File: config.mk
export PLATFORM = sky130hd
export DESIGN_NAME = bss_sequencer
export DESIGN_NICKNAME = d
export VERILOG_FILES = /design/src/bss_pkg.sv /design/src/bss_sequencer.sv
export SDC_FILE = /design/constraint.sdc
export NUM_CORES = 1
export LEC_CHECK = 0
export ABC_CLOCK_PERIOD_IN_PS = 77900
export BUFFER_PORTS_ARGS = -buffer_cell sky130_fd_sc_hd__buf_2
export CORE_ASPECT_RATIO = 0.8
export CORE_MARGIN = 2
export CORE_UTILIZATION = 45
export DETAILED_ROUTE_END_ITERATION = 8
export GPL_TIMING_DRIVEN = 0
export PLACE_DENSITY = 0.6
export SKIP_CTS_REPAIR_TIMING = 1
export SLEW_MARGIN = 10
export SYNTH_ARGS = -nofsm -noshare
export SYNTH_HDL_FRONTEND = slang
export SYNTH_SLANG_ARGS = --single-unit
File: constraint.sdc
create_clock -name core_clk_in -period 77.9 [get_ports core_clk_in]
set_input_delay 7.79 -clock core_clk_in [delete_from_list [all_inputs] [get_ports core_clk_in]]
set_output_delay 7.79 -clock core_clk_in [all_outputs]
set_load 0.02 [all_outputs]
File: src/bss_pkg.sv
// Purpose: shared constants and types for the buck startup sequencer
// Assumes: 20 MHz core clock
// Notes: reference codes are 1 mV each, rail codes 1/16 V each
package bss_pkg;
   // ---------------------------------------------------------------
   // timing
   // ---------------------------------------------------------------
   localparam int CLK_NS = 50;
   localparam int CLK_KHZ = 20000;
   localparam int MS_NS = 1000000;
   localparam int MS_CYC = (MS_NS + CLK_NS - 1) / CLK_NS;
   localparam int REF_MV = 500;
   localparam int RAMP_DEF_MS = 2;
   localparam int STEP_PER_MS = MS_CYC / REF_MV;
   localparam int LS_HOLD = 16;
   localparam int LS_FULL = 8;
   localparam int SLEW_PER = 8;
   localparam int SYNC_TO = 200;
   localparam int SYNC_MIN = 13;
   // ---------------------------------------------------------------
   // reset values and limits
   // ---------------------------------------------------------------
   localparam logic [10:0] FSW_DEF = 11'h25F;
   localparam logic [10:0] FSW_MIN = 11'h0FA;
   localparam logic [10:0] FSW_MAX = 11'h5DC;
   localparam logic [7:0] VIN_UV_DEF = 8'h10;
   localparam logic [6:0] DLY_DEF = 7'h00;
   localparam logic [6:0] RISE_DEF = 7'h02;
   localparam logic [7:0] PER_DEF = 8'h20;
   // ---------------------------------------------------------------
   // register map
   // ---------------------------------------------------------------
   localparam logic [7:0] OFS_OPER = 8'h00;
   localparam logic [7:0] OFS_VON = 8'h04;
   localparam logic [7:0] OFS_VOFF = 8'h08;
   localparam logic [7:0] OFS_DLY = 8'h0C;
   localparam logic [7:0] OFS_RISE = 8'h10;
   localparam logic [7:0] OFS_FSW = 8'h14;
   localparam logic [7:0] OFS_STAT = 8'h18;
   localparam logic [7:0] OFS_VIN = 8'h1C;
   localparam int OP_ON_BIT = 0;
   localparam int OP_CTL_BIT = 1;
   // synchroniser lanes
   localparam int SY_ON = 0;
   localparam int SY_VON = 1;
   localparam int SY_VOFF = 2;
   localparam int SY_POR = 3;
   localparam int SY_CLK = 4;
   localparam int SY_PWM = 5;
   localparam int SY_OCP = 6;
   localparam int SY_OVP = 7;
   localparam int SY_W = 8;

   typedef struct packed {
      logic [7:0] addr;
      logic [31:0] wdata;
      logic wr;
      logic rd;
   } bss_bus_t;

   typedef enum logic [2:0] {
      ST_RESET, ST_INIT, ST_IDLE, ST_DELAY, ST_RAMP, ST_ON
   } bss_st_t;

   typedef struct packed {
      bss_st_t st;
      logic [SY_W-1:0] sy0, sy1, sy2, lv;
      logic rail, analog, tracking, sync_init, clk_fault;
      logic [3:0] fidx;
      logic op_on, op_ctl;
      logic [7:0] vin_on, vin_off;
      logic [6:0] dly, rise, ms_left;
      logic [10:0] fsw;
      logic [14:0] msc;
      logic [12:0] stc;
      logic [9:0] ref_code;
      logic [7:0] pcnt, per, ext_per, ext_cnt;
      logic ext_ok;
      logic [2:0] slew;
      logic [3:0] ls_step, ls_hold;
      logic hs_seen, hs, ls, conv;
      logic [31:0] rdata;
   } bss_state_t;

   function automatic logic [10:0] bss_strap_khz(input logic [3:0] i);
      case (i)
         4'h0: return 11'h132;
         4'h1: return 11'h164;
         4'h2: return 11'h190;
         4'h3: return 11'h1BC;
         4'h4: return 11'h1F4;
         4'h5: return 11'h226;
         4'h6: return 11'h258;
         4'h7: return 11'h2C2;
         4'h8: return 11'h2EE;
         4'h9: return 11'h320;
         4'hA: return 11'h39B;
         4'hB: return 11'h3E8;
         4'hC: return 11'h443;
         4'hD: return 11'h4B0;
         4'hE: return 11'h535;
         default: return 11'h5DC;
      endcase
   endfunction
endpackage

File: src/bss_sequencer.sv
// Purpose: startup, frequency and shutdown sequencing of a buck stage
// Assumes: comparators and pins are asynchronous; straps static in init
// Notes: registers are writable only in digital mode
//
// How it works
// (RULE_01) convert only with rail and turn-on ok
// (RULE_02) rail lockout 1 V, overridable by registers
// (RULE_03) input voltage code is telemetry only
// (RULE_04) low side off until first high pulse
// (RULE_05) low side eighths, 16 periods each step
// (RULE_06) ramp waits enable, rail, memory loaded
// (RULE_07) analog ramp zero to 0.5 V in 2 ms
// (RULE_08) digital start delay 0..127 ms
// (RULE_09) digital rise time 1..127 ms
// (RULE_10) host keeps soft-start slew low
// (RULE_11) overcurrent and overvoltage armed during startup
// (RULE_12) strap sampled once at init
// (RULE_13) strap picks one of sixteen frequencies
// (RULE_14) digital frequency 607 kHz, 250..1500 settable
// (RULE_15) host prefers offset frequency values
// (RULE_16) analog early clock lost means shutdown
// (RULE_17) late clock lost falls back free-running
// (RULE_18) frequency moves gradually to new target
// (RULE_19) digital free-running from internal setting
// (RULE_20) tracking chosen by low select strap
// (RULE_21) turn-on low kills both gates at once
// (RULE_22) digital host may shut down by register
// (RULE_23) floating address strap means analog mode
// (RULE_24) held in reset until supplies valid
// (RULE_25) ramp steps at fixed derived interval
// (RULE_26) comparators synchronised before use
`timescale 1ns/1ps
module bss_sequencer #(
   parameter int MS_CYCLES = bss_pkg::MS_CYC
) (
   // clock, reset, enable
   input wire logic core_clk_in,
   input wire logic rst_in,
   input wire logic clk_en_in,
   // register port
   input wire bss_pkg::bss_bus_t bus_in,
   output logic [31:0] rd_data_out,
   // asynchronous comparators and pins
   input wire logic turn_on_in,
   input wire logic vin_above_on_in,
   input wire logic vin_above_off_in,
   input wire logic por_ok_in,
   input wire logic freq_strap_sync_in,
   input wire logic pwm_cmp_in,
   input wire logic ocp_trip_in,
   input wire logic ovp_trip_in,
   // converter results and straps
   input wire logic mem_loaded_in,
   input wire logic strap_valid_in,
   input wire logic [9:0] strap_code_in,
   input wire logic addr_float_in,
   input wire logic tracking_select_in,
   input wire logic [9:0] vin_code_in,
   // power stage
   output logic high_side_gate_out,
   output logic low_side_gate_out,
   output logic conv_en_out,
   output logic [9:0] vref_code_out,
   output logic [7:0] vin_on_code_out,
   output logic [7:0] vin_off_code_out,
   output logic [7:0] period_out,
   // status
   output logic analog_mode_out,
   output logic tracking_mode_out,
   output logic sync_fault_out
);
   import bss_pkg::*;

   bss_state_t s, n;
   logic en, tick, pend, edge_clk, shut;
   logic [10:0] fk;
   logic [7:0] free_per, tgt_per;
   logic [11:0] lsl;
   logic [12:0] intv;

   // ---------------------------------------------------------------
   // next state
   // ---------------------------------------------------------------
   always_comb begin
      n = s;
      n.rdata = 32'h0000_0000;
      // three-stage synchronisers, second and third must agree
      n.sy0 = {ovp_trip_in, ocp_trip_in, pwm_cmp_in, freq_strap_sync_in,
               por_ok_in, vin_above_off_in, vin_above_on_in, turn_on_in}; // RULE_26
      n.sy1 = s.sy0;
      n.sy2 = s.sy1;
      n.lv = (s.sy1 & s.sy2) | (s.lv & (s.sy1 | s.sy2)); // RULE_26
      // rail lockout hysteresis from the two threshold comparators
      if (s.lv[SY_VON]) begin
         n.rail = 1'b1; // RULE_02
      end else if (!s.lv[SY_VOFF]) begin
         n.rail = 1'b0; // RULE_02
      end

      // external clock presence and period
      edge_clk = s.lv[SY_CLK] && !(s.sy1[SY_CLK] && s.sy2[SY_CLK]) ? 1'b0 :
                 (n.lv[SY_CLK] && !s.lv[SY_CLK]);
      // the count holds clocks since the last edge; a gap that ran into the
      // timeout is no period, so a single stray edge never claims a clock
      if (edge_clk) begin
         if (s.ext_cnt != 8'(SYNC_TO) && s.ext_cnt >= 8'(SYNC_MIN - 1)) begin
            n.ext_per = s.ext_cnt + 8'h01; // RULE_18
            n.ext_ok = 1'b1;
         end
         n.ext_cnt = 8'h00;
      end else if (s.ext_cnt != 8'(SYNC_TO)) begin
         n.ext_cnt = s.ext_cnt + 8'h01;
      end else begin
         n.ext_ok = 1'b0;
      end

      // free-running frequency
      if (!s.analog) begin
         fk = s.fsw; // RULE_19 RULE_14
      end else if (s.sync_init) begin
         fk = FSW_DEF;
      end else begin
         fk = bss_strap_khz(s.fidx); // RULE_13
      end
      free_per = 8'(CLK_KHZ / int'(fk));
      // a late clock lost simply drops back to free_per
      tgt_per = s.ext_ok ? s.ext_per : free_per; // RULE_17

      // switching period counter and gradual slew
      pend = (s.pcnt >= s.per - 8'h01);
      n.pcnt = pend ? 8'h00 : s.pcnt + 8'h01;
      if (pend) begin
         n.slew = s.slew + 3'h1;
         if (s.slew == 3'(SLEW_PER - 1)) begin
            if (s.per < tgt_per) begin
               n.per = s.per + 8'h01; // RULE_18
            end else if (s.per > tgt_per) begin
               n.per = s.per - 8'h01; // RULE_18
            end
         end
      end

      // early clock in analog mode is mandatory once it was there
      if (s.analog && s.sync_init && !s.ext_ok && s.st != ST_INIT &&
          s.st != ST_RESET) begin
         n.clk_fault = 1'b1; // RULE_16
      end

      en = s.lv[SY_ON] && s.rail && !s.clk_fault &&
           (s.analog || !s.op_ctl || s.op_on); // RULE_01 RULE_22
      shut = !en;
      tick = (s.msc == 15'(MS_CYCLES - 1));
      intv = s.analog ? 13'(RAMP_DEF_MS * STEP_PER_MS) :
             13'(int'(s.rise) * STEP_PER_MS); // RULE_25

      // ------------------------------------------------------------
      // sequencing
      // ------------------------------------------------------------
      case (s.st)
         ST_RESET: begin
            if (s.lv[SY_POR]) begin
               n.st = ST_INIT; // RULE_24
            end
         end
         ST_INIT: begin
            if (mem_loaded_in && strap_valid_in) begin
               n.analog = addr_float_in; // RULE_23
               n.tracking = !tracking_select_in; // RULE_20
               n.fidx = strap_code_in[9:6]; // RULE_12
               n.sync_init = s.ext_ok;
               n.st = ST_IDLE; // RULE_06
            end
         end
         ST_IDLE: begin
            n.ref_code = 10'h000;
            n.ls_step = 4'h1;
            n.ls_hold = 4'h0;
            n.hs_seen = 1'b0;
            n.msc = 15'h0000;
            n.stc = 13'h0000;
            n.ms_left = s.dly;
            if (en) begin
               n.st = (s.analog || s.dly == 7'h00) ? ST_RAMP : ST_DELAY; // RULE_06
            end
         end
         ST_DELAY: begin
            n.msc = tick ? 15'h0000 : s.msc + 15'h0001;
            if (tick) begin
               n.ms_left = s.ms_left - 7'h01; // RULE_08
               if (s.ms_left == 7'h01) begin
                  n.st = ST_RAMP;
               end
            end
         end
         ST_RAMP: begin
            if (s.tracking) begin
               n.ref_code = 10'(REF_MV);
               n.st = ST_ON;
            end else if (s.stc >= intv - 13'h0001) begin
               n.stc = 13'h0000;
               n.ref_code = s.ref_code + 10'h001; // RULE_07 RULE_09
               if (s.ref_code == 10'(REF_MV - 1)) begin
                  n.st = ST_ON;
               end
            end else begin
               n.stc = s.stc + 13'h0001;
            end
         end
         ST_ON: begin
         end
         default: n.st = ST_RESET;
      endcase
      if (s.st != ST_RESET && s.st != ST_INIT && s.st != ST_IDLE && shut) begin
         n.st = ST_IDLE; // RULE_21
      end
      if (!s.lv[SY_POR]) begin
         n.st = ST_RESET; // RULE_24
      end

      // ------------------------------------------------------------
      // gate drive
      // ------------------------------------------------------------
      n.conv = (n.st == ST_RAMP || n.st == ST_ON);
      lsl = {4'h0, s.per} * {8'h00, s.ls_step};
      n.hs = n.conv && s.lv[SY_PWM] && !s.lv[SY_OCP] && !s.lv[SY_OVP]; // RULE_11
      // an overcurrent trip parks both switches, not just the high side
      n.ls = n.conv && !s.lv[SY_PWM] && !s.lv[SY_OCP] && !s.lv[SY_OVP] && // RULE_04 RULE_11
             s.hs_seen && (s.ls_step >= 4'(LS_FULL) || s.pcnt < lsl[10:3]); // RULE_05
      if (n.hs) begin
         n.hs_seen = 1'b1;
      end
      if (pend && s.hs_seen && s.ls_step < 4'(LS_FULL)) begin
         n.ls_hold = s.ls_hold + 4'h1;
         if (s.ls_hold == 4'(LS_HOLD - 1)) begin
            n.ls_step = s.ls_step + 4'h1; // RULE_05
         end
      end

      // ------------------------------------------------------------
      // register port
      // ------------------------------------------------------------
      if (bus_in.wr && !s.analog && s.st != ST_RESET && s.st != ST_INIT) begin // RULE_23
         case (bus_in.addr)
            OFS_OPER: begin
               n.op_on = bus_in.wdata[OP_ON_BIT]; // RULE_22
               n.op_ctl = bus_in.wdata[OP_CTL_BIT];
            end
            OFS_VON: n.vin_on = bus_in.wdata[7:0]; // RULE_02
            OFS_VOFF: n.vin_off = bus_in.wdata[7:0]; // RULE_02
            OFS_DLY: n.dly = bus_in.wdata[6:0]; // RULE_08
            OFS_RISE: begin
               // zero would stall the ramp, so it reads back as 1 ms
               n.rise = (bus_in.wdata[6:0] == 7'h00) ? 7'h01 : bus_in.wdata[6:0]; // RULE_09
            end
            OFS_FSW: begin
               if (bus_in.wdata[31:11] != 21'h0 || bus_in.wdata[10:0] > FSW_MAX) begin
                  n.fsw = FSW_MAX; // RULE_14
               end else if (bus_in.wdata[10:0] < FSW_MIN) begin
                  n.fsw = FSW_MIN; // RULE_14
               end else begin
                  n.fsw = bus_in.wdata[10:0];
               end
            end
            default: begin
            end
         endcase
      end
      if (bus_in.rd && !s.analog) begin
         case (bus_in.addr)
            OFS_OPER: n.rdata = {30'h0, s.op_ctl, s.op_on};
            OFS_VON: n.rdata = {24'h0, s.vin_on};
            OFS_VOFF: n.rdata = {24'h0, s.vin_off};
            OFS_DLY: n.rdata = {25'h0, s.dly};
            OFS_RISE: n.rdata = {25'h0, s.rise};
            OFS_FSW: n.rdata = {21'h0, s.fsw};
            OFS_STAT: n.rdata = {16'h0, s.per, 1'b0, s.st, s.ext_ok,
                                 s.clk_fault, s.tracking, s.rail};
            OFS_VIN: n.rdata = {22'h0, vin_code_in}; // RULE_03
            default: n.rdata = 32'h0000_0000;
         endcase
      end
   end

   // ---------------------------------------------------------------
   // state register
   // ---------------------------------------------------------------
   always_ff @(posedge core_clk_in) begin
      if (rst_in) begin
         s <= '0;
         s.op_on <= 1'b1;
         s.vin_on <= VIN_UV_DEF;
         s.vin_off <= VIN_UV_DEF;
         s.dly <= DLY_DEF;
         s.rise <= RISE_DEF;
         s.fsw <= FSW_DEF;
         s.per <= PER_DEF;
         s.analog <= 1'b1;
         // no edge seen yet, so the first one cannot measure a period
         s.ext_cnt <= 8'(SYNC_TO);
      end else if (clk_en_in) begin
         s <= n;
      end
   end

   assign rd_data_out = s.rdata;
   assign high_side_gate_out = s.hs;
   assign low_side_gate_out = s.ls;
   assign conv_en_out = s.conv;
   assign vref_code_out = s.ref_code;
   assign vin_on_code_out = s.vin_on;
   assign vin_off_code_out = s.vin_off;
   assign period_out = s.per;
   assign analog_mode_out = s.analog;
   assign tracking_mode_out = s.tracking;
   assign sync_fault_out = s.clk_fault;
endmodule

Yosys cells after proc, flatten, opt, wreduce, memory -nomap -nowiden
Memory sizes are Yosys's and may differ from the RTL's. A register that Yosys moved wholly into a read port is not among the register bits.
Cells that the tools add are included.

operators by class
  add/sub/neg operators = 12
  multiply operators = 2
  divide/modulo/power cells = 1
  magnitude comparators = 10
  eq/ne operators = 28
  mux-type cells = 45
  bitwise operators = 4
  reductions and logical operators = 78

operators with widths
  kind                    number
  $pmux 16 s8             1
  $mux 8                  6
  $pmux 23 s2             1
  $mux 11                 4
  $mux 13                 3
  $reduce_and 3->1        12
  $div 16x12->32 const A  1
  $eq 8x5->1 const B      4
  $mux 3                  10
  $pmux 15 s2             1
  $logic_and 1x1->1       29
  $add 8x1->8 const B     3
  $reduce_bool 21->1      1
  $mux 10                 2
  $mux 9                  2
  $pmux 3 s6              1
  $and 8x8->8             2
  $eq 8x4->1 const B      2
  $lt 8x8->1              2
  $mux 16                 1
  $or 8x8->8              2
  $add 15x1->15 const B   1
  $eq 15x15->1 const B    1
  $eq 3x3->1 const B      5
  43 further kinds        83

word-level totals
  flip-flop bits (word level) = 212
  bits in read-only memories = 176
  input port bits = 77
  output and inout port bits = 72
  logic and storage cells = 216
  memories kept = 1

memories
  memory            depth  bits a word  rd ports  clocked after memory_dff  write ports  RTL line       source
  (name not given)  16     11           1         1                         0            bss_pkg.sv:86  case (i)

Logic depth before layout (Yosys ltp)
  depth in word-level cells = 16
  mapped depth = 468
  mapped depth without buffers = 422

Least setup slack after synthesis
No wires, ideal clock.

  path type = flip-flop to flip-flop
  start = reg s, in the netlist analog_mode_out
  end = reg s, in the netlist period_out[3]
  library setup time = 0.128 ns
  arrival = 83.980 ns
  required time = 77.772 ns
  path slack = -6.208 ns
  stages on the path, launching flop included = 457
  buffers on the path = 52
  clock period less this slack = 84.108 ns
  cell sequence = dfxtp_1 -> buf_4 -> buf_6 -> clkbuf_1 -> buf_1 -> a21o_1 -> ha_1 -> nor3_1 -> or3b_1 -> nor2_1 -> ha_1 -> nor2_1 -> a31oi_1 -> and3_1 -> nor3_1 -> nor2_1 -> ha_1 -> o41ai_1 -> [421 not listed] -> o22ai_1 -> o32a_1 -> a41oi_1 -> ha_1 -> nor2b_1 -> o21a_1 -> o21ai_0 -> nand2b_1 -> a21oi_1 -> nor2b_1 -> o21ai_0 -> nand2b_1 -> a21oi_1 -> o311ai_0 -> clkbuf_1 -> a21oi_1 -> xnor2_1 -> nor2_1

on the way
  cells in the longest elaborated chain, start to end = 6
  elaborated cells on any way between the ends = 8
  classes of those cells = 1 x div; 2 x order compare; 3 x mux; 2 x reduce/logical

ends and longest elaborated chain
  what                                      RTL line                                    source
  start, declared                           bss_sequencer.sv:74                         bss_state_t s, n;
  start signal, assigned                    bss_sequencer.sv:301                        s <= n;
  $mux 11 (*)                               bss_sequencer.sv:118                        if (!s.analog) begin
  $div 16x12->32 (*)                        bss_sequencer.sv:125                        free_per = 8'(CLK_KHZ / int'(fk));
  $mux 8 (*)                                bss_sequencer.sv:127                        tgt_per = s.ext_ok ? s.ext_per : free_per;
  $lt 8x8->1 or $gt 8x8->1 (tied branches)  bss_sequencer.sv:135, bss_sequencer.sv:137
  $reduce_bool 2->1 (no source line)        -
  $reduce_and 4->1 (no source line)         -

Mark *: on every way between the ends. The rest lies on a longest branch, timed or not.
A chain may end at the register's enable or synchronous reset.

Final worst setup path
  start = reg s[118] (netlist name)
  end = reg s, in the netlist period_out[3]

Same word-level chain as after synthesis.

==> impl_metrics.tcl <==
set metrics [dict create \
    postRouteWirelength_um 124000 \
    grt_antenna_before_repair 1 \
    worst_setup_path_end_kind "register" \
    finalWeightedCongestion 0.915 \
    htreeDepth 1 \
    endpoint_of_the_most_critical_register_to_register_path "period_out[3]" \
    drt_iter0_drc 3501 \
    cts_sinks 207 \
    clk-insertion-delay-late_ns 0.53 \
    grt_pass1_vias 34185 \
    yosys.cell_types.count 125 \
    grt_max_degree 32 \
    cts_made_buffers 20 \
    final_min_period_over_clock_period_pct 99.9 \
    holdPathEnd "s[184]" \
    antenna_left 0 \
    ys.flop_type "dfxtp_1" \
    final_setup_fails 0 \
    design.portCount 149 \
    design.final.nets 5985 \
    final_common_cell "nor2_1" \
    power-per-cell-area_nw_per_um2 16.6 \
    place.detailed.instances 6148 \
    worst_slew_pin_tran_ns 1.22 \
    drc 0 \
    drtPass1Iterations 6 \
    grt_remaining_overflow 0 \
    cp_data_arrival_time_ns 78.25 \
    reg2reg_depth 440 \
    core_um2 77300 \
    dr_total_vias 40317 \
    hpwlAfterDp_um 91100 \
    period_minus_slack_ns 77.85 \
    final_number_of_hold_violating_endpoints 0 \
    tritoncts "yes" \
    overall_routing_resource_usage_pct 27.4 \
    synth_enable_flop_cells 0 \
    timing.hold.ws_ns 0.460 \
    hold_path_class "reg2reg" \
    depth_of_the_worst_hold_timing_path 2 \
    synthToLayoutAreaGrowth_pct 26.7 \
    initial_core_util_pct 45.5 \
    die-height_um 254 \
    maxClockFrequency_ghz 0.0128 \
    cts-root-buf "clkbuf_16" \
    avgSynthCellArea_um2 7.07 \
    timing.final.max_slew_violations 0 \
    layout.cells.most_common_list "nor2_1 (503), buf_4 (466), nand2_1 (420)" \
    antenna-diode-count 0 \
    drv.max_cap_violation_count 0 \
    power.static_leakage_nw 19.5 \
    floorplan.rows 91 \
    irDropWorstVdd_uv 36.9 \
    synthesis.instances 4978 \
    critical_path.max_fanout 10 \
    worst_setup_slack_for_register_to_register_paths_ns 0.05 \
    crit_path_top_delay_cell "o32ai_1" \
    worst-setup-path-type "reg2reg" \
    die_area_um2 80500 \
    ys_ff_latch 207 \
    timing.hold.worst.start "s[192]" \
    grt_setup_unrepaired "yes" \
    final_cell_count_no_fill 6590 \
    post_drt_wl_per_cell_um 18.8 \
    port_buf_inserts 121 \
    critical_path_required_ns 78.30 \
    setup-tns-final_ns 0 \
    grt_first_pass_wirelength_um 183000 \
    largest_incremental_delay_on_the_critical_path_ns 0.71 \
    layout.cell_area.non_filler_um2 44600 \
    fin_skew_ns 0.0202 \
    viasPerCell 6.12 \
    async_flop_share_pct 0 \
    r2r-start "s[118]" \
    clk_path_buf_depth 3 \
    fp.dieW_um 317 \
    path_common_cell "a21o_1" \
    yosysWarnings 0 \
    critPathLaunchType "register" \
    outcome "finished clean" \
    synth-seq-area-share_pct 11.8 \
    detailed_place.area_um2 37800 \
    post_route_cells_drive_above_1_share_pct 22.9 \
    total_power_mw 0.742 \
    worst_slew_margin_rel_pct 17.7 \
    clk_pin_slew_worst_paths_ns 0.08 \
    synth_area_um2 35200 \
]
## flip-flops by register name, indices dropped and copies added (netlist names), named ones only
signal,cells
vref_code_out,10
rd_data_out,16
high_side_gate_out,1
s,124
vin_on_code_out,8
low_side_gate_out,1
conv_en_out,1
sync_fault_out,1
analog_mode_out,1
vin_off_code_out,8
n,16
period_out,8
tracking_mode_out,1
## cell type report
class                      count  area [µm²]
buffer                       243        1800
clock buffer                  21         514
clock inverter                15         225
fill                        7252       32700
inverter                     150         563
multi-input combinational   4391       32100
sequential                   207        4150
tap                         1023        1280
timing repair buffer         540        4020
## cells in the mapped netlist, types with 24 or more instances
cell | count | share of area (%)
o21ai_1 | 25 | 0.36
or2_2 | 28 | 0.50
and3_1 | 42 | 0.75
or4_1 | 26 | 0.55
nand2b_1 | 121 | 2.1
nor2b_1 | 54 | 0.96
and2_1 | 72 | 1.3
a21boi_0 | 27 | 0.58
dfxtp_1 | 207 | 12
nand2_1 | 444 | 4.7
inv_1 | 148 | 1.6
nor4_1 | 39 | 0.69
xnor2_1 | 170 | 4.2
nand4_1 | 55 | 0.98
or3_1 | 75 | 1.3
o31ai_1 | 67 | 1.4
a211oi_1 | 56 | 1.2
a31oi_1 | 63 | 1.1
a21oi_1 | 446 | 6.3
o22ai_1 | 24 | 0.43
xor2_1 | 126 | 3.1
nor3b_1 | 25 | 0.53
o21a_1 | 79 | 1.7
o21bai_1 | 28 | 0.60
ha_1 | 342 | 12
mux2_2 | 41 | 1.3
nor3_1 | 149 | 2.1
o211ai_1 | 56 | 1.2
nand3_1 | 153 | 2.2
a22oi_1 | 39 | 0.83
nor2_1 | 553 | 5.9
buf_4 | 72 | 1.5
mux2i_1 | 82 | 2.3
clkbuf_1 | 141 | 1.5
o21ai_0 | 285 | 4.1
a21o_1 | 151 | 3.2
## report_power, final
group          leakage, nW  internal [mW]  switching (mW)
Sequential            1.67          0.107         0.00214
Clock                0.347         0.0628          0.0485
Combinational         17.5          0.221           0.300
Total                 19.5          0.391           0.351
## through the flow
| step | worst slack [ns] | util, % |
|---|---|---|
| 6_report | 0.0511 | 57.7 |
| 5_1_grt | -3.70 | 57.7 |
| 4_1_cts | -15.95 | 49.9 |
| 3_5_place_dp | -15.48 | 48.9 |
| 3_3_place_gp | -15.45 | 48.6 |
| 2_1_floorplan | 0.00718 | - |
## logic make-up after synthesis
logic type	after synthesis	share of synthesized area, %
simple gates	1950	27.8
compound gates	1638	30.9
buf+inv	398	5.13
fa+ha+maj	355	12.9
xor+xnor	298	7.47
flops	207	11.8
mux	131	3.96
other cells	1	0.0106
## worst max-delay path by stage
stage / startpoint / to / slack (ns)
final: s[118] / period_out[3] / 0.05
after global routing: s[173] / period_out[6] / -3.70
after CTS: s[173] / period_out[3] / -15.95
after detailed placement: s[173] / period_out[3] / -15.48
after global placement: analog_mode_out / period_out[3] / -15.45
after floorplan: analog_mode_out / period_out[6] / 0.007
## critical path: cells and delay by family, from the launching register on
kind            cells  cell delay [ns]
compound gates    219            36.69
xor+xnor            1             0.13
fa+ha+maj          31             8.38
buf+inv            47             7.30
flops               1             0.66
mux                 3             0.86
simple gates      139            23.40
## metal layers
layer,track usage [%],vias to the layer above,part of all wire [%]
met5,0,-,0
met4,3.18,0,1.5
met3,3.63,155,7.6
met2,40.1,1473,42
met1,43.0,19059,49
li1,-,19630,-
Power figures use the tool's default switching activity.
